File: config.mk
export PLATFORM = sky130hd
export DESIGN_NAME = scratch_and_id_registers
export DESIGN_NICKNAME = d
export VERILOG_FILES = /design/src/hdl/twowire_target.v /design/src/hdl/scratch_and_id_registers.v
export VERILOG_INCLUDE_DIRS = /design/src /design/src/hdl
export SDC_FILE = /design/constraint.sdc
export NUM_CORES = 1
export LEC_CHECK = 0
export BUFFER_PORTS_ARGS = -buffer_cell sky130_fd_sc_hd__buf_2
export CAP_MARGIN = 20
export CORE_MARGIN = 2
export CORE_UTILIZATION = 62
export DETAILED_ROUTE_END_ITERATION = 8
export GPL_ROUTABILITY_DRIVEN = 0
export PLACE_DENSITY = 0.91
export SLEW_MARGIN = 40
export SYNTH_ARGS = -nofsm -noshare
export SYNTH_HDL_FRONTEND = slang
export SYNTH_SLANG_ARGS = --single-unit
File: constraint.sdc
create_clock -name clock -period 4.2 [get_ports clock]
set_clock_uncertainty 0.15 [all_clocks]
set_input_delay 0.84 -clock clock [delete_from_list [all_inputs] [get_ports clock]]
set_output_delay 0.84 -clock clock [all_outputs]
set_load 0.01 [all_outputs]
File: src/hdl/sensor_regs_defines.vh
// Register offsets, field positions, reset values and timing constants
`ifndef SENSOR_REGS_DEFINES_VH
`define SENSOR_REGS_DEFINES_VH

// Register pointer values (4-bit pointer space)
`define PTR_RESULT        4'h0
`define PTR_UNLOCK        4'h4
`define PTR_SCRATCH_A     4'h5
`define PTR_SCRATCH_B     4'h6
`define PTR_SCRATCH_C     4'h7
`define PTR_SCRATCH_D     4'h8
`define PTR_PART_ID       4'hF

// Unlock register fields
`define UNLOCK_BIT        15
`define BUSY_BIT          14

// Reset values
`define RST_UNLOCK        1'b0
`define RST_SCRATCH_C     16'h0000
`define RST_RESULT        16'h0000

// Part identifier; value is arbitrary
`define PART_ID_VALUE     16'h5A01

// Bus protocol constants
`define GEN_CALL_ADDR     8'h00
`define GEN_CALL_RESET    8'h06

// Averaging select codes
`define AVG_NONE          2'b00
`define AVG_8             2'b01
`define AVG_32            2'b10
`define AVG_64            2'b11

// Nonvolatile programming time and derived cycle count
`define CLK_PERIOD_NS     50
`define NV_PROG_NS        7000
`define NV_PROG_CYCLES    (`NV_PROG_NS / `CLK_PERIOD_NS)

`endif

File: src/hdl/twowire_target.v
// Two-wire bus target engine: start/stop, address, pointer, word transfers
`include "sensor_regs_defines.vh"

module twowire_target (
  // Clock and reset
  input  wire        clock,
  input  wire        rst_n,
  // Bus pins
  input  wire        scl,
  input  wire        sda_in,
  output reg         sda_oe,
  // Own address
  input  wire [6:0]  target_addr,
  // Register side
  output reg  [3:0]  ptr,
  output reg         wr_stb,
  output reg  [15:0] wr_word,
  input  wire [15:0] rd_data,
  output reg         rd_stb,
  output reg         gc_stb
);

  // Engine states
  localparam S_IDLE = 3'd0;
  localparam S_RX   = 3'd1;
  localparam S_ACK  = 3'd2;
  localparam S_TX   = 3'd3;
  localparam S_MACK = 3'd4;

  reg [2:0]  state;      // Engine state
  reg        scl_q;      // Previous clock line sample
  reg        sda_q;      // Previous data line sample
  reg [7:0]  shift;      // Byte shifter
  reg [3:0]  bit_cnt;    // Bits moved in current byte
  reg [2:0]  byte_no;    // Byte index in frame, saturates at 4
  reg        rw;         // Frame direction, 1 = read
  reg        gc_mode;    // Frame addressed to general call
  reg [7:0]  msb;        // Held upper write byte
  reg [15:0] rd_word;    // Word latched for a read
  reg        tx_lsb;     // Next read byte is the lower one

  wire scl_rise = scl & ~scl_q;
  wire scl_fall = ~scl & scl_q;
  // Data edges while clock stays high frame the transfer
  wire start_c  = scl & scl_q & sda_q & ~sda_in;
  wire stop_c   = scl & scl_q & ~sda_q & sda_in;

  // Bus engine; the device only answers, never drives the clock line
  always @(posedge clock) begin
    if (!rst_n) begin
      state   <= S_IDLE;
      scl_q   <= 1'b1;
      sda_q   <= 1'b1;
      shift   <= 8'h00;
      bit_cnt <= 4'h0;
      byte_no <= 3'd0;
      rw      <= 1'b0;
      gc_mode <= 1'b0;
      msb     <= 8'h00;
      rd_word <= 16'h0000;
      tx_lsb  <= 1'b0;
      sda_oe  <= 1'b0;
      ptr     <= 4'h0;
      wr_stb  <= 1'b0;
      wr_word <= 16'h0000;
      rd_stb  <= 1'b0;
      gc_stb  <= 1'b0;
    end else begin
      scl_q  <= scl;
      sda_q  <= sda_in;
      wr_stb <= 1'b0;
      rd_stb <= 1'b0;
      gc_stb <= 1'b0;
      if (start_c) begin
        // Start or repeated start restarts the frame
        state   <= S_RX;
        bit_cnt <= 4'h0;
        byte_no <= 3'd0;
        tx_lsb  <= 1'b0;
        sda_oe  <= 1'b0;
      end else if (stop_c) begin
        state  <= S_IDLE;
        sda_oe <= 1'b0;
      end else begin
        case (state)
          S_RX: begin
            if (scl_rise) begin
              shift   <= {shift[6:0], sda_in};
              bit_cnt <= bit_cnt + 4'h1;
            end else if (scl_fall && bit_cnt == 4'h8) begin
              bit_cnt <= 4'h0;
              state   <= S_ACK;
              sda_oe  <= 1'b1;
              case (byte_no)
                3'd0: begin
                  if (shift[7:1] == target_addr) begin
                    rw      <= shift[0];
                    gc_mode <= 1'b0;
                  end else if (shift == `GEN_CALL_ADDR) begin
                    rw      <= 1'b0;
                    gc_mode <= 1'b1;
                  end else begin
                    // Not ours: stay off the bus until next start
                    state  <= S_IDLE;
                    sda_oe <= 1'b0;
                  end
                end
                3'd1: begin
                  if (gc_mode)
                    gc_stb <= (shift == `GEN_CALL_RESET);
                  else
                    ptr <= shift[3:0];
                end
                3'd2: begin
                  msb <= shift;
                end
                3'd3: begin
                  if (!gc_mode) begin
                    wr_word <= {msb, shift};
                    wr_stb  <= 1'b1;
                  end
                end
                default: begin
                  // Extra bytes are acknowledged and dropped
                end
              endcase
            end
          end
          S_ACK: begin
            if (scl_fall) begin
              if (byte_no != 3'd4)
                byte_no <= byte_no + 3'd1;
              if (rw) begin
                // Present first read bit right after the address ack
                rd_word <= rd_data;
                rd_stb  <= 1'b1;
                sda_oe  <= ~rd_data[15];
                shift   <= {rd_data[14:8], 1'b0};
                tx_lsb  <= 1'b1;
                bit_cnt <= 4'h1;
                state   <= S_TX;
              end else begin
                sda_oe <= 1'b0;
                state  <= S_RX;
              end
            end
          end
          S_TX: begin
            if (scl_fall) begin
              if (bit_cnt == 4'h8) begin
                sda_oe <= 1'b0;
                state  <= S_MACK;
              end else begin
                sda_oe  <= ~shift[7];
                shift   <= {shift[6:0], 1'b0};
                bit_cnt <= bit_cnt + 4'h1;
              end
            end
          end
          S_MACK: begin
            if (scl_rise && sda_in) begin
              // Controller declined more data
              state <= S_IDLE;
            end else if (scl_fall) begin
              bit_cnt <= 4'h1;
              state   <= S_TX;
              if (tx_lsb) begin
                sda_oe <= ~rd_word[7];
                shift  <= {rd_word[6:0], 1'b0};
                tx_lsb <= 1'b0;
              end else begin
                rd_word <= rd_data;
                rd_stb  <= 1'b1;
                sda_oe  <= ~rd_data[15];
                shift   <= {rd_data[14:8], 1'b0};
                tx_lsb  <= 1'b1;
              end
            end
          end
          default: begin
            sda_oe <= 1'b0;
          end
        endcase
      end
    end
  end

endmodule

File: src/hdl/scratch_and_id_registers.v
// Scratch words, part identifier, averaging and alert behind two-wire bus
//
// Function
// - Second scratch word, free read and write
// - Third scratch word at 07h, resets zero
// - Fourth scratch word at 08h, undefined reset
// - Fourth behaves like first, nonvolatile backed; third reloads zero
// - Read-only part identifier at 0Fh
// - Bus target only; clock line input
// - Averaging of 8, 32 or 64 samples
// - Alert on limit crossing or conversion done
// - Unlock bit makes writes also program storage
// - Second scratch word sits at 06h
`include "sensor_regs_defines.vh"

module scratch_and_id_registers (
  // Clock and reset
  input  wire        clock,
  input  wire        rst_n,
  // Two-wire bus pins
  input  wire        scl,
  input  wire        sda_in,
  output reg         sda_out_ff,
  output reg         sda_oe_ff,
  input  wire [6:0]  target_addr,
  // Temperature samples from the converter
  input  wire        sample_stb,
  input  wire [15:0] sample_in,
  input  wire [1:0]  avg_sel,
  // Alert control and limits
  input  wire        alert_mode,
  input  wire [15:0] high_limit,
  input  wire [15:0] low_limit,
  // Open-drain alert pin
  output reg         alert_out_ff,
  output reg         alert_oe_ff,
  // Status
  output reg         nv_busy_ff,
  output reg         conv_done_ff
);

  // Storage time in clock cycles, at least one. The header gives it as
  // a plain integer, so it is cut to the counter's width on purpose.
  localparam integer PROG_INT = `NV_PROG_CYCLES;
  localparam [15:0]  PROG_LEN = PROG_INT[15:0];

  // Engine outputs. The strobes are one cycle wide and stand with the
  // pointer, so the register side decodes them with no extra stage.
  // The pointer keeps its value between frames for repeated reads.
  wire        sda_oe_c;   // Engine wants the data line low
  wire [3:0]  ptr;        // Current register pointer
  wire        wr_stb;     // Full word written
  wire [15:0] wr_word;    // Written word
  wire        rd_stb;     // Word latched for reading
  wire        gc_stb;     // General-call reset command

  // Read data is combinational, so the engine latches the newest word
  // at the moment it starts shifting a word's upper byte out
  reg  [15:0] rd_data;    // Read mux output

  // Register state. Each scratch word has a logic copy seen by the bus
  // and a storage cell that outlives reset; the two part ways while the
  // word is locked, which is what the unlock bit is for.
  // The arrays are indexed by slot, first word in slot zero.
  reg         unlock_ff;            // Unlock bit, cleared by reset
  reg  [15:0] scratch_ff [0:3];     // Logic copies of scratch words
  reg  [15:0] nv_mem [0:3];         // Nonvolatile cells, never reset
  reg  [15:0] prog_cnt_ff;          // Remaining programming cycles
  reg  [1:0]  prog_idx_ff;          // Cell being programmed
  reg  [15:0] prog_data_ff;         // Word being programmed
  reg         nv_commit;            // Last programming cycle

  // Averaging state. The accumulator holds 64 full-scale signed
  // samples without overflow, so no run wraps before it is scaled.
  // Sum and average are combinational helpers of the clocked process.
  reg  signed [21:0] acc_ff;        // Running sum of samples
  reg  [6:0]  cnt_ff;               // Samples taken in this run
  reg  [1:0]  sel_q_ff;             // Averaging select of this run
  reg  [15:0] result_ff;            // Last averaged result
  reg  signed [21:0] nxt_sum;       // Sum including current sample
  reg  signed [21:0] nxt_avg;       // Scaled average

  // Shift applied for an averaging select. Every count is a power of
  // two, so the average is an arithmetic shift and needs no divider;
  // the single-sample code shifts by zero and passes samples through.
  function [2:0] avg_shift;
    input [1:0] sel;
    begin
      case (sel)
        `AVG_8:  avg_shift = 3'd3;
        `AVG_32: avg_shift = 3'd5;
        `AVG_64: avg_shift = 3'd6;
        default: avg_shift = 3'd0;
      endcase
    end
  endfunction

  // Pointer of a scratch word, and its array slot. The four words sit
  // on consecutive pointers, so the slot is the pointer minus the
  // first one; the write and program paths share both helpers.
  function is_scratch;
    input [3:0] p;
    begin
      is_scratch = (p >= `PTR_SCRATCH_A) && (p <= `PTR_SCRATCH_D);
    end
  endfunction

  function [1:0] slot;
    input [3:0] p;
    reg   [3:0] d;
    begin
      d    = p - `PTR_SCRATCH_A;
      slot = d[1:0];
    end
  endfunction

  // Bus engine: target only, never drives the clock line. Its data line
  // request is registered once more below so the pin comes from a flop;
  // that costs one clock, far inside a bus clock half period.
  twowire_target u_target (
    .clock       (clock),
    .rst_n       (rst_n),
    .scl         (scl),
    .sda_in      (sda_in),
    .sda_oe      (sda_oe_c),
    .target_addr (target_addr),
    .ptr         (ptr),
    .wr_stb      (wr_stb),
    .wr_word     (wr_word),
    .rd_data     (rd_data),
    .rd_stb      (rd_stb),
    .gc_stb      (gc_stb)
  );

  // Read mux; unmapped pointers read zero. The identifier is a
  // constant here, so no bus write can ever reach it.
  // The unlock register shows the busy flag beside the unlock bit,
  // so a host can poll it for the end of a program.
  always @* begin
    rd_data = 16'h0000;
    case (ptr)
      `PTR_RESULT: rd_data = result_ff;
      `PTR_UNLOCK: begin
        rd_data[`UNLOCK_BIT] = unlock_ff;
        rd_data[`BUSY_BIT]   = nv_busy_ff;
      end
      `PTR_SCRATCH_A: rd_data = scratch_ff[0];
      `PTR_SCRATCH_B: rd_data = scratch_ff[1];
      `PTR_SCRATCH_C: rd_data = scratch_ff[2];
      `PTR_SCRATCH_D: rd_data = scratch_ff[3];
      `PTR_PART_ID:   rd_data = `PART_ID_VALUE;
      default:        rd_data = 16'h0000;
    endcase
  end

  // Pin drivers: data line is open drain, the level driven is always low
  // Driving high would fight the pull-up and any other target, so
  // only the enable ever moves; the value stays zero on purpose.
  // Both are registered so the pins never glitch on decode.
  always @(posedge clock) begin
    if (!rst_n) begin
      sda_out_ff <= 1'b0;
      sda_oe_ff  <= 1'b0;
    end else begin
      sda_out_ff <= 1'b0;
      sda_oe_ff  <= sda_oe_c;
    end
  end

  // Register writes and reload from storage on power-up or general call
  // A general call reloads exactly as a reset does; a write strobe in
  // that same cycle is lost, the reload being the stronger request.
  // The unlock bit comes back locked, so a stray write after a
  // reset cannot program storage by accident.
  always @(posedge clock) begin
    if (!rst_n || gc_stb) begin
      unlock_ff     <= `RST_UNLOCK;
      // Reload stored words; the third word always comes up zero
      scratch_ff[0] <= nv_mem[0];
      scratch_ff[1] <= nv_mem[1];
      scratch_ff[2] <= `RST_SCRATCH_C;
      scratch_ff[3] <= nv_mem[3];
    end else if (wr_stb) begin
      if (ptr == `PTR_UNLOCK)
        unlock_ff <= wr_word[`UNLOCK_BIT];
      else if (is_scratch(ptr))
        // Logic copy updates whether locked or not
        scratch_ff[slot(ptr)] <= wr_word;
      // Identifier and unmapped writes fall through untouched
    end
  end

  // Programming sequencer: an unlocked scratch write starts a timed program
  // A write arriving while busy updates the logic copy only; the cell
  // keeps programming the earlier word rather than being cut short.
  // The counter loads the full span; the cell is written through a
  // one-cycle commit pulse as busy drops.
  // A general call does not stop a program under way: a half
  // written cell would be worse than a late reload.
  // Limitation: a host must poll busy before the next stored write.
  always @(posedge clock) begin
    if (!rst_n) begin
      nv_busy_ff   <= 1'b0;
      prog_cnt_ff  <= 16'h0000;
      prog_idx_ff  <= 2'd0;
      prog_data_ff <= 16'h0000;
      nv_commit    <= 1'b0;
    end else begin
      nv_commit <= 1'b0;
      if (nv_busy_ff) begin
        if (prog_cnt_ff == 16'h0001) begin
          nv_busy_ff <= 1'b0;
          nv_commit  <= 1'b1;
        end
        prog_cnt_ff <= prog_cnt_ff - 16'h0001;
      end else if (wr_stb && unlock_ff && is_scratch(ptr)) begin
        nv_busy_ff   <= 1'b1;
        prog_cnt_ff  <= PROG_LEN;
        prog_idx_ff  <= slot(ptr);
        prog_data_ff <= wr_word;
      end
    end
  end

  // Nonvolatile cells survive reset, so this process has no reset branch
  // In simulation they start unknown; a word reads defined only after
  // it has been programmed once. Nothing is cleared here on purpose:
  // stored words are whatever was programmed before.
  always @(posedge clock) begin
    if (nv_commit)
      nv_mem[prog_idx_ff] <= prog_data_ff;
  end

  // Sum and scaled average of the current run. The sample is sign
  // extended before the add so negative readings average correctly,
  // and the arithmetic shift keeps the sign as well.
  // The average is taken from the sum that includes this sample.
  always @* begin
    nxt_sum = acc_ff + {{6{sample_in[15]}}, sample_in};
    nxt_avg = nxt_sum >>> avg_shift(sel_q_ff);
  end

  // Averaging: a changed select restarts the run so no result mixes counts
  // A strobe in the cycle the select changes is dropped with the run.
  // Result and done pulse move together, so a reader never sees the
  // pulse beside an old result.
  always @(posedge clock) begin
    if (!rst_n || gc_stb) begin
      acc_ff       <= 22'sd0;
      cnt_ff       <= 7'd0;
      sel_q_ff     <= avg_sel;
      result_ff    <= `RST_RESULT;
      conv_done_ff <= 1'b0;
    end else begin
      conv_done_ff <= 1'b0;
      if (avg_sel != sel_q_ff) begin
        acc_ff   <= 22'sd0;
        cnt_ff   <= 7'd0;
        sel_q_ff <= avg_sel;
      end else if (sample_stb) begin
        if (cnt_ff + 7'd1 == (7'd1 << avg_shift(sel_q_ff))) begin
          result_ff    <= nxt_avg[15:0];
          acc_ff       <= 22'sd0;
          cnt_ff       <= 7'd0;
          conv_done_ff <= 1'b1;
        end else begin
          acc_ff <= nxt_sum;
          cnt_ff <= cnt_ff + 7'd1;
        end
      end
    end
  end

  // Alert pin: open drain, pulled low while active
  // Both modes act one cycle after the done pulse, once the new
  // result has settled; the window compare is signed like samples.
  // A general call drops the alert along with the averaging run.
  // Limit mode follows the window of the newest result; ready mode holds
  // until the result register is read, and a new result beats the clear.
  always @(posedge clock) begin
    if (!rst_n || gc_stb) begin
      alert_out_ff <= 1'b0;
      alert_oe_ff  <= 1'b0;
    end else begin
      alert_out_ff <= 1'b0;
      if (alert_mode) begin
        if (conv_done_ff)
          alert_oe_ff <= 1'b1;
        else if (rd_stb && ptr == `PTR_RESULT)
          alert_oe_ff <= 1'b0;
      end else if (conv_done_ff) begin
        alert_oe_ff <=
          ($signed(result_ff) > $signed(high_limit)) ||
          ($signed(result_ff) < $signed(low_limit));
      end
    end
  end

endmodule

==> results of run 1 <==
==> kinds of logic (layout without fill, tap and decap cells) <==
| logic type | count (synthesis) | after routing |
|---|---|---|
| AO/OA/AOI/OAI | 362 | 362 |
| XOR/XNOR | 47 | 47 |
| adder cells (fa/ha/maj) | 74 | 74 |
| buffers and inverters | 139 | 202 |
| flip-flops | 262 | 262 |
| multiplexers | 59 | 59 |
| other | 1 | 2 |
| AND/OR/NAND/NOR | 518 | 518 |
==> power by group <==
group          internal, uW  total, uW  switching (uW)  leakage, uW
sequential             2680       2700            25.0      0.00228
combinational           213        567             354      0.00330
clock                  1450       2490            1040     0.000443
total                  4340       5760            1420      0.00602
==> final cells by class <==
cell class	instances	area (um2)	area share
Multi-Input combinational cell	1062	6945	0.4525
Sequential cell	262	6386	0.4160
Clock buffer	40	797.0	0.05192
Timing Repair Buffer	88	503.0	0.03277
Tap cell	280	350.3	0.02282
Inverter	62	232.7	0.01516
Clock inverter	12	135.1	0.008803
==> through the flow <==
| step | cell area [um2] | power [uW] | hold WS, ns | util |
|---|---|---|---|---|
| 2_1_floorplan | 13840 | 3153 | 0.2801 | - |
| 3_3_place_gp | 14370 | 3282 | 0.2926 | 0.6564 |
| 3_5_place_dp | 14390 | 3300 | 0.3002 | 0.6574 |
| 4_1_cts | 15320 | 5744 | 0.3136 | 0.7000 |
| 5_1_grt | 15350 | 5916 | 0.3324 | 0.7012 |
| 6_report | 15350 | 5762 | 0.3161 | 0.7012 |
==> worst min-delay path, delay by kind of cell (launching register included) <==
| kind | cells | cell delay (ns) |
|---|---|---|
| flip-flops | 1 | 0.32 |
| AND/OR/NAND/NOR | 1 | 0.05 |
| AO/OA/AOI/OAI | 1 | 0.05 |
==> sequential cells by signal, summed over array words and instances (netlist names), 3 cells and up <==
| signal | flops |
|---|---|
| acc_ff | 22 |
| cnt_ff | 7 |
| nv_mem | 48 |
| prog_cnt_ff | 16 |
| prog_data_ff | 16 |
| result_ff | 16 |
| scratch_ff | 64 |
| u_target.bit_cnt | 4 |
| u_target.byte_no | 3 |
| u_target.msb | 8 |
| u_target.ptr | 4 |
| u_target.rd_word | 8 |
| u_target.shift | 8 |
| u_target.state | 3 |
| u_target.wr_word | 16 |
==> worst max path at each step <==
stage | start | endpoint | slack [ns] | cells after the start
3_5_place_dp | u_target.ptr[0]$_SDFFE_PN0P_ | scratch_ff[0][12]$_DFFE_PP_ | 0.29 | 9
5_1_grt | sel_q_ff[0]$_DFFE_PP_ | result_ff[15]$_SDFFE_PP0P_ | 0.42 | 12
3_3_place_gp | sample_in[0] | result_ff[7]$_SDFFE_PP0P_ | 0.49 | 12
6_report | sel_q_ff[0]$_DFFE_PP_ | result_ff[13]$_SDFFE_PP0P_ | 0.56 | 12
2_1_floorplan | sample_in[0] | result_ff[9]$_SDFFE_PP0P_ | 0.75 | 9
4_1_cts | u_target.ptr[0]$_SDFFE_PN0P_ | scratch_ff[0][10]$_DFFE_PP_ | 0.25 | 9
==> cell usage after synthesis, types with 4 or more instances <==
cell,number
a21o_1,23
a31oi_1,7
nand3_1,47
and2_1,23
xnor2_1,27
o211ai_1,13
xor2_1,20
or3_1,11
mux2_2,34
buf_4,4
nand2b_1,12
nor3b_1,5
nor3_1,25
inv_1,59
nand3b_1,7
a222oi_1,13
a32oi_1,4
mux4_2,8
o21ai_0,43
a31o_2,5
nand2_1,211
a22oi_1,28
nor2b_1,15
a311oi_1,12
a21oi_1,137
ha_1,73
clkbuf_1,67
nor2_1,113
o21ai_1,7
a211oi_1,10
o22ai_1,4
edfxtp_1,114
o311ai_0,4
or2_2,6
a221oi_1,5
and3_1,10
dfxtp_1,148
nor4_1,6
o21a_1,9
nand4_1,10
mux2i_1,17
or4_1,4
==> layer usage <==
layer	GRT usage	share of wire
met1	0.3955	0.37
met2	0.5202	0.47
met3	0.04536	0.11
met4	0.1415	0.051
met5	0	0
==> summary.txt, run 1 <==
Detailed routing
  • Vias per inst: 6.638
  • Routed vias: 11990
  • DR DRC count: 0
  • DR WL/cell: 20.68 um
  • First drt pass iteration count: 7
  • First-iteration detailed-routing DRC count: 1436
  • Antenna Violating Nets Remaining: 0
  • Routed WL: 37.35 mm

CTS
  • Post-CTS Hold Buffers: 0
  • Clock sinks: 262
  • CTS clk-pin slew, worst paths: 0.06 ns
  • Max Root-Sink Buffers: 3
  • Total CTS buffers: 28
  • Post-CTS Setup Inserts: 0
  • Post-CTS sizing: 0
  • Number of H-tree levels: 1
  • TritonCTS clock tree: done
  • Clock root buffer: clkbuf_16
  • Worst-Skew Late Latency: 0.57 ns

Synth
  • Main synth FF type: dfxtp_1
  • Post-synthesis simple-gate area fraction: 0.1747
  • Number of synthesized flops with an enable pin: 114
  • Mapped Area: 0.01384 mm2
  • Top cell type's share of synthesized area: 0.2473
  • Synth area leader: edfxtp_1
  • Compound-Gate Fraction of Synth Area: 0.1730
  • Seq/Total Area, Yosys: 0.4614
  • Syn_area_per_cell: 9.467 um2
  • Post-Synth XOR/XNOR Area: 0.02974
  • Largest family of logic cells by synthesized area: simple AND/OR/NAND/NOR gates
  • Post-Synth Adder-Cell Area: 0.06744
  • Synth Warn #: 0
  • Syn Inst Count: 1462
  • #FFs+latches synth: 262
  • Mux contribution to synthesized area: 0.05297
  • Fraction of registers with async set/reset: 0
  • Post-synth cell types: 83
  • Ranking of synthesized cells by area: edfxtp_1 (25%), dfxtp_1 (21%), ha_1 (6.6%)

GRT
  • GRT overflow: 0
  • First-pass GRT wire length: 59.24 mm
  • Vias in the first global route: 11480
  • Pin count of the biggest net entering global routing: 84
  • Initial antenna violation count: 0
  • GRT Util Overall: 0.3088

Floorplanning
  • Die height: 153.4 um
  • Die area: 0.02353 mm2
  • Rows: 54
  • Starting density of the core: 0.6323
  • Die Span X: 153.4 um
  • Boundary Pins: 69
  • Core ar.: 0.02189 mm2

Worst setup path
  • Worst path cell trace: inv_1, ha_1, o21ba_1, nand2_1, xnor2_1, o21ai_1, or4_4, nor4_4, buf_4, nand3_1, a21oi_1, nand3b_1
  • Max stage delay cell, worst path: or4_4
  • Critical path fanouts, max: 17
  • R2R cell count: 12
  • CP peak stage delay: 0.68 ns
  • Setup crit end kind: flip-flop
  • Reg2Reg Launch Point: sel_q_ff[0]$_DFFE_PP_
  • CP Buf/Inv Count: 2
  • FF-to-FF setup slack: 0.56 ns
  • Critical R2R Capture: result_ff[13]$_SDFFE_PP0P_
  • Worst path top cell family by delay: simple AND/OR/NAND/NOR gates
  • CP Class: reg -> reg
  • Critical path startpoint category: flip-flop
  • CP arrival: 3.98 ns
  • Worst EP required: 4.54 ns

STA
  • Setup ws final: 0.5632 ns
  • Fin. Hold Viols: 0
  • Tcrit/Tclk final: 0.8659
  • RSZ-0062 raised after global routing: false
  • # setup viols final: 0
  • Fmax: 275.0 MHz
  • Setup TNS: 0 ns
  • Slew @ Worst Pin: 0.8342 ns
  • Fin crit period: 3.637 ns
  • Final max-slew violation count: 0
  • Max-slew headroom: 0.4418

Final layout
  • ANT cells: 0
  • Most frequent cells in the layout: nand2_1 (211), dfxtp_1 (148), a21oi_1 (137)
  • Layout fillers: 1511
  • Area grow syn2layout: 10.90%
  • Most common cell after layout, fill and taps aside: nand2_1
  • Layout cells sized above 1: 0.1363
  • Fin nets: 1641
  • Non-Filler Instances: 1806

Min path
  • Worst Hold End: u_target.wr_word[12]$_SDFFE_PN0P_
  • Hold Path Stages: 2
  • Worst min path class: reg -> reg
  • Hold Path Origin: u_target.msb[4]$_SDFFE_PN0P_

Placement
  • Hpwl dp: 25.08 mm
  • Placed cells: 1753
  • Worst slack, placed: 0.2902 ns
  • PortBufs: 66

Power and ir drop
  • Max IR drop VDD: 336.1 uV
  • Leak: 0.006025 uW
  • PwrDens: 375.4 mW/mm2

Run status
  • Status: complete, no violations

Flow run
  • MaxCap Viol Count: 0
Note: power is estimated with default switching activity, not from simulation.
==> run 2, diff against run 1 <==
Settings changed: ABC_AREA set to 1, CORE_UTILIZATION 62 to 64, CTS_BUF_LIST set to sky130_fd_sc_hd__clkbuf_4 sky130_fd_sc_hd__clkbuf_8, PLACE_DENSITY 0.91 to 0.94.
==> summary.txt, run 2 <==
Synth
  • Post-Synth Adder-Cell Area: 0.06635 (-0.001092)
  • Top-count cell post-synth: nand2_1
  • Synth Warn #: 0 (unchanged)
  • Top cell type's share of synthesized area: 0.2433 (-0.004003)
  • Mapped Area: 0.01407 mm2 (+1.6%)
  • Post-synthesis simple-gate area fraction: 0.2391 (+0.06450)
  • Synth area leader: edfxtp_1
  • Syn_area_per_cell: 7.890 um2 (-17%)
  • Fraction of registers with async set/reset: 0 (unchanged)
  • Mux contribution to synthesized area: 0 (-0.05297)
  • Compound-Gate Fraction of Synth Area: 0.1403 (-0.03277)
  • Number of synthesized flops with an enable pin: 114 (unchanged)
  • Post-Synth XOR/XNOR Area: 0.01788 (-0.01187)
  • #FFs+latches synth: 262 (unchanged)
  • Syn Inst Count: 1783 (+22%)
  • Top cells by count, synth: nand2_1 (400), inv_1 (227), nor2_1 (159)
  • Post-synth cell types: 58 (-30%)
  • Main synth FF type: dfxtp_1
  • Largest family of logic cells by synthesized area: simple AND/OR/NAND/NOR gates
  • Ranking of synthesized cells by area: edfxtp_1 (24%), dfxtp_1 (21%), nand2_1 (11%)
  • Seq/Total Area, Yosys: 0.4539 (-0.007468)

Final layout
  • Most flops, register: scratch_ff
  • Top flop regs: scratch_ff: 64 flops, nv_mem: 48 flops, acc_ff: 22 flops
  • Area grow syn2layout: 10.50%
  • Final Util: 0.7168 (+0.01561)
  • Max reg flops: 64 (unchanged)
  • Most common cell after layout, fill and taps aside: nand2_1
  • Fin nets: 1991 (+21%)
  • ANT cells: 0 (unchanged)
  • Most frequent cells in the layout: nand2_1 (400), inv_1 (225), nor2_1 (159)
  • Layout cells sized above 1: 0.1175 (-0.01878)

STA
  • Fin. Hold Viols: 0 (unchanged)
  • Tcrit/Tclk final: 0.8715 (+0.005635)
  • Tightest hold margin: 0.3147 ns (-0.001389 ns)
  • Max-slew headroom: 0.4841 (+0.04233)
  • RSZ-0062 raised after global routing: false
  • Fin crit period: 3.660 ns (+0.02367 ns)
  • Setup ws final: 0.5395 ns (-0.02367 ns)
  • Final max-slew violation count: 0 (unchanged)
  • Slew @ Worst Pin: 0.7657 ns (-0.06850 ns)
  • # setup viols final: 0 (unchanged)
  • Setup TNS: 0 ns (unchanged)
  • Fmax: 273.2 MHz (-0.65%)

Worst setup path
  • Setup crit end kind: flip-flop
  • R2R cell count: 11 (-1)
  • Critical path startpoint category: flip-flop
  • CP Class: reg -> reg
  • Max stage delay cell, worst path: nand2_1
  • CP peak stage delay: 0.67 ns (about the same)
  • Most used cell, CP: nand2_1
  • Critical path fanouts, max: 18 (+1)
  • CP arrival: 3.71 ns (-0.27 ns)
  • Worst EP required: 4.25 ns (-0.29 ns)
  • Worst path cell trace: inv_1, ha_1, inv_1, o21ai_1, a21boi_2, nand2_1, nor2_4, inv_2, nor2_2, nand2_1, nand2_1

Power and ir drop
  • Max IR drop VDD: 276.9 uV (-18%)
  • PwrDens: 415.8 mW/mm2 (+11%)
  • Leak: 0.007011 uW (+16%)
  • Final Power: 6464 uW (+12%)

CTS
  • Clock root buffer: clkbuf_8
  • Clock sinks: 262 (unchanged)
  • Post-CTS Hold Buffers: 0 (unchanged)
  • Worst-Skew Late Latency: 0.58 ns (about the same)
  • CTS clk-pin slew, worst paths: 0.07 ns (about the same)
  • Number of H-tree levels: 2 (+1)
  • Post-CTS sizing: 0 (unchanged)
  • TritonCTS clock tree: done
  • Max Root-Sink Buffers: 3 (unchanged)
  • Total CTS buffers: 43 (+54%)
  • Post-CTS Setup Inserts: 0 (unchanged)

Min path
  • Worst min path class: reg -> reg
  • Hold Path Stages: 2 (unchanged)

Floorplanning
  • Boundary Pins: 69 (unchanged)
  • Die height: 152.3 um (-0.75%)
  • Starting density of the core: 0.6487 (+0.01641)
  • Core ar.: 0.02169 mm2 (-0.93%)
  • Die area: 0.02318 mm2 (-1.5%)
  • Die Span X: 152.3 um (-0.75%)
  • Rows: 54 (unchanged)

GRT
  • First-pass GRT wire length: 62.45 mm (+5.4%)
  • Pin count of the biggest net entering global routing: 60 (-29%)
  • GRT overflow: 0 (unchanged)
  • GRT Util Overall: 0.3268 (+0.01794)
  • Initial antenna violation count: 0 (unchanged)
  • Vias in the first global route: 12880 (+12%)

Detailed routing
  • DR WL/cell: 17.64 um (-15%)
  • Vias per inst: 6.082 (-8.4%)
  • DR DRC count: 0 (unchanged)
  • Routed vias: 13190 (+10%)
  • First drt pass iteration count: 7 (unchanged)
  • Routed WL: 38.25 mm (+2.4%)
  • Antenna Violating Nets Remaining: 0 (unchanged)
  • First-iteration detailed-routing DRC count: 1743 (+21%)

Placement
  • Hpwl dp: 26.41 mm (+5.3%)
  • PortBufs: 66 (unchanged)
  • Worst slack, placed: 0.7414 ns (+0.4512 ns)

Flow run
  • MaxCap Viol Count: 0 (unchanged)

Run status
  • Status: complete, no violations
[run 2: report_power, final]
group / leakage (uW) / internal [uW] / total (uW) / switching, uW
registers: 0.00221 / 2760 / 2860 / 94.1
clock network: 0.000491 / 1320 / 2410 / 1090
logic: 0.00431 / 372 / 1200 / 827
total: 0.00701 / 4460 / 6460 / 2010
[run 2: cell families after synthesis]
kind of cell | count (synthesis)
compound gates | 354
xor+xnor | 27
fa+ha+maj | 74
buf+inv | 292
flops | 262
other cells | 1
simple gates | 773
[run 2: worst max-delay path, delay by kind of cell (launching register included)]
kind / cells / cell delay (ns)
AOI/OAI and AO/OA: 2 / 0.29
adders and majority gates: 1 / 0.22
DFF: 1 / 0.47
and+or+nand+nor: 5 / 1.68
buffers and inverters: 3 / 0.45
[run 2: cell type report]
type	count	area, um2
clock inverters	14	117.6
inverters	238	893.4
well taps	280	350.3
fillers	1437	6142
multi-input cells	1230	6556
clock buffers	66	814.5
flip-flops and latches	262	6386
repair buffers	79	427.9
[run 2: layer usage]
| metal | part of all wire | track usage | wire length [um] | up-vias |
|---|---|---|---|---|
| li1 | - | - | - | 6088 |
| met5 | 0 | 0 | 0 | - |
| met4 | 0.056 | 0.1642 | 2160 | 0 |
| met1 | 0.37 | 0.3982 | 14070 | 5991 |
| met3 | 0.11 | 0.07082 | 4114 | 223 |
| met2 | 0.47 | 0.5502 | 17900 | 890 |
[run 2: final timing paths]
check	start	to	slack [ns]
hold reg to reg	u_target.rd_word[1]$_SDFFE_PN0P_	u_target.rd_word[1]$_SDFFE_PN0P_	0.31
setup reg to reg	u_target.ptr[0]$_SDFFE_PN0P_	scratch_ff[2][8]$_SDFFCE_PN0P_	0.54
setup / recovery	u_target.ptr[0]$_SDFFE_PN0P_	scratch_ff[2][8]$_SDFFCE_PN0P_	0.54
hold / removal	u_target.rd_word[1]$_SDFFE_PN0P_	u_target.rd_word[1]$_SDFFE_PN0P_	0.31
[run 2: per-stage QoR]
stage / instances / area [um2]
floorplan: 1784 / 14070
global placement: 2089 / 14610
detailed placement: 2089 / 14610
CTS: 2169 / 15550
global route: 2169 / 15550
finish: 2169 / 15550
==> run 3, diff against run 2 <==
Settings changed: CORE_UTILIZATION 64 to 60, PLACE_DENSITY 0.94 to 0.89, SLEW_MARGIN 40 to 20.
Clock period 4.2 ns to 4.5 ns, I/O delays scaled along.
==> summary.txt, run 3 (synthesis results as in run 2) <==
Worst setup path
  • CP peak stage delay: 0.71 ns (+0.04 ns)
  • Setup crit end kind: flip-flop
  • FF-to-FF setup slack: 0.83 ns (+0.29 ns)
  • Critical path startpoint category: flip-flop
  • CP Class: reg -> reg
  • Max stage delay cell, worst path: nand2_1
  • Worst path top cell family by delay: simple AND/OR/NAND/NOR gates
  • CP Buf/Inv Count: 3 (unchanged)
  • CP arrival: 3.71 ns (about the same)
  • Worst EP required: 4.54 ns (+0.29 ns)
  • Critical path fanouts, max: 18 (unchanged)
  • Most used cell, CP: nand2_1
  • Worst path cell trace: inv_1, ha_1, inv_1, o21ai_1, a21boi_2, nand2_1, nor2_4, inv_2, nor2_2, nand2_1, nand2_1

Power and ir drop
  • Leak: 0.007044 uW (+0.47%)
  • Max IR drop VDD: 330.2 uV (+19%)
  • PwrDens: 389.9 mW/mm2 (-6.2%)

STA
  • Tcrit/Tclk final: 0.8164 (-0.05517)
  • Fin. Hold Viols: 0 (unchanged)
  • Slew @ Worst Pin: 1.032 ns (+0.2660 ns)
  • RSZ-0062 raised after global routing: false
  • Setup TNS: 0 ns (unchanged)
  • Fmax: 272.2 MHz (-0.36%)
  • Final max-slew violation count: 0 (unchanged)
  • # setup viols final: 0 (unchanged)
  • Fin crit period: 3.674 ns (+0.01317 ns)
  • Max-slew headroom: 0.3085 (-0.1757)

Min path
  • Worst min path class: reg -> reg

GRT
  • GRT overflow: 0 (unchanged)
  • GRT Util Overall: 0.2932 (-0.03359)
  • Initial antenna violation count: 0 (unchanged)
  • Vias in the first global route: 12190 (-5.4%)
  • Pin count of the biggest net entering global routing: 60 (unchanged)
  • First-pass GRT wire length: 58.22 mm (-6.8%)

Run status
  • Status: complete, no violations

Final layout
  • Area grow syn2layout: 11.28%
  • Final Util: 0.6730 (-0.04382)
  • Most frequent cells in the layout: nand2_1 (400), inv_1 (227), nor2_1 (159)
  • Most common cell after layout, fill and taps aside: nand2_1
  • Non-Filler Instances: 2207 (+1.8%)
  • Most flops, register: scratch_ff
  • Layout fillers: 1740 (+21%)
  • Layout cells sized above 1: 0.1192 (+0.001651)
  • Fin nets: 1991 (unchanged)
  • ANT cells: 0 (unchanged)
  • Max reg flops: 64 (unchanged)
  • Top flop regs: scratch_ff: 64 flops, nv_mem: 48 flops, acc_ff: 22 flops

CTS
  • Number of H-tree levels: 2 (unchanged)
  • Post-CTS Setup Inserts: 0 (unchanged)
  • Clock sinks: 262 (unchanged)
  • Clock root buffer: clkbuf_8
  • Worst-Skew Late Latency: 0.58 ns (about the same)
  • CTS clk-pin slew, worst paths: 0.07 ns (about the same)
  • Post-CTS Hold Buffers: 0 (unchanged)
  • Total CTS buffers: 42 (-2.3%)
  • TritonCTS clock tree: done
  • Post-CTS sizing: 0 (unchanged)
  • Max Root-Sink Buffers: 3 (unchanged)

Floorplanning
  • Boundary Pins: 69 (unchanged)
  • Rows: 56 (+3.7%)
  • Core ar.: 0.02326 mm2 (+7.3%)
  • Die area: 0.02469 mm2 (+6.5%)
  • Die height: 157.1 um (+3.2%)
  • Die Span X: 157.1 um (+3.2%)
  • Starting density of the core: 0.6048 (-0.04389)

Detailed routing
  • Vias per inst: 5.801 (-4.6%)
  • First drt pass iteration count: 7 (unchanged)
  • Routed vias: 12800 (-2.9%)
  • DR DRC count: 0 (unchanged)
  • First-iteration detailed-routing DRC count: 1314 (-25%)
  • Routed WL: 36.44 mm (-4.7%)
  • Antenna Violating Nets Remaining: 0 (unchanged)
  • DR WL/cell: 16.51 um (-6.4%)

Placement
  • Placed cells: 2128 (+1.9%)
  • Hpwl dp: 25.72 mm (-2.6%)
  • PortBufs: 66 (unchanged)

Flow run
  • MaxCap Viol Count: 0 (unchanged)
[run 3: cell types whose count changed in the layout (fill, tap and decap cells not counted), sizes merged]
| cell | change |
|---|---|
| clkinv | -3 |
| bufinv | +2 |
| clkbuf | +2 |
| inv | -2 |
| buf | +1 |
| clkinvlp | -1 |
[run 3: layout make-up]
| type | count | area, um2 | area share |
|---|---|---|---|
| Tap cell | 319 | 399.1 | 0.02550 |
| Clock inverter | 10 | 153.9 | 0.009831 |
| Clock buffer | 68 | 829.5 | 0.05299 |
| Timing Repair Buffer | 80 | 442.9 | 0.02829 |
| Multi-Input combinational cell | 1230 | 6550 | 0.4184 |
| Sequential cell | 262 | 6386 | 0.4079 |
| Inverter | 238 | 893.4 | 0.05707 |
[run 3: final timing paths]
kind | startpoint | end | depth (start not counted)
worst max-delay path | u_target.ptr[0]$_SDFFE_PN0P_ | scratch_ff[2][8]$_SDFFCE_PN0P_ | 11
worst min-delay path | u_target.sda_oe$_SDFFE_PP0P_ | sda_oe_ff$_SDFF_PN0_ | 2
worst min register to register | u_target.sda_oe$_SDFFE_PP0P_ | sda_oe_ff$_SDFF_PN0_ | 2
worst max register to register | u_target.ptr[0]$_SDFFE_PN0P_ | scratch_ff[2][8]$_SDFFCE_PN0P_ | 11
[run 3: tightest hold or removal path, delay by kind of cell, from the launching register on]
| kind | cells | cell delay (ns) |
|---|---|---|
| flip-flops | 1 | 0.31 |
| AND/OR/NAND/NOR | 1 | 0.05 |
| buffers and inverters | 1 | 0.03 |
[run 3: metrics by stage]
stage               hold slack (ns)  power, uW  setup WS (ns)  area (um2)
CTS                          0.2802       6082         0.8718       15640
detailed placement           0.2746       3759         0.7958       14660
floorplan                    0.2571       3493          1.584       14070
global route                 0.3091       6342         0.5390       15660
global placement             0.2708       3725         0.9791       14660
finish                       0.2816       6104         0.8264       15660
[run 3: where the power goes]
group          leakage [uW]  internal [uW]  total, uW  switching [uW]
sequential          0.00221           2580       2670            85.8
clock              0.000523           1360       2350             987
combinational       0.00431            347       1090             745
[run 3: layer usage]
metal  vias up  track usage  part of all wire
met5         -            0                 0
met4         0       0.1346             0.040
met3       145      0.06443             0.091
met2       675       0.4906              0.47
met1      5909       0.3634              0.40
li1       6074            -                 -
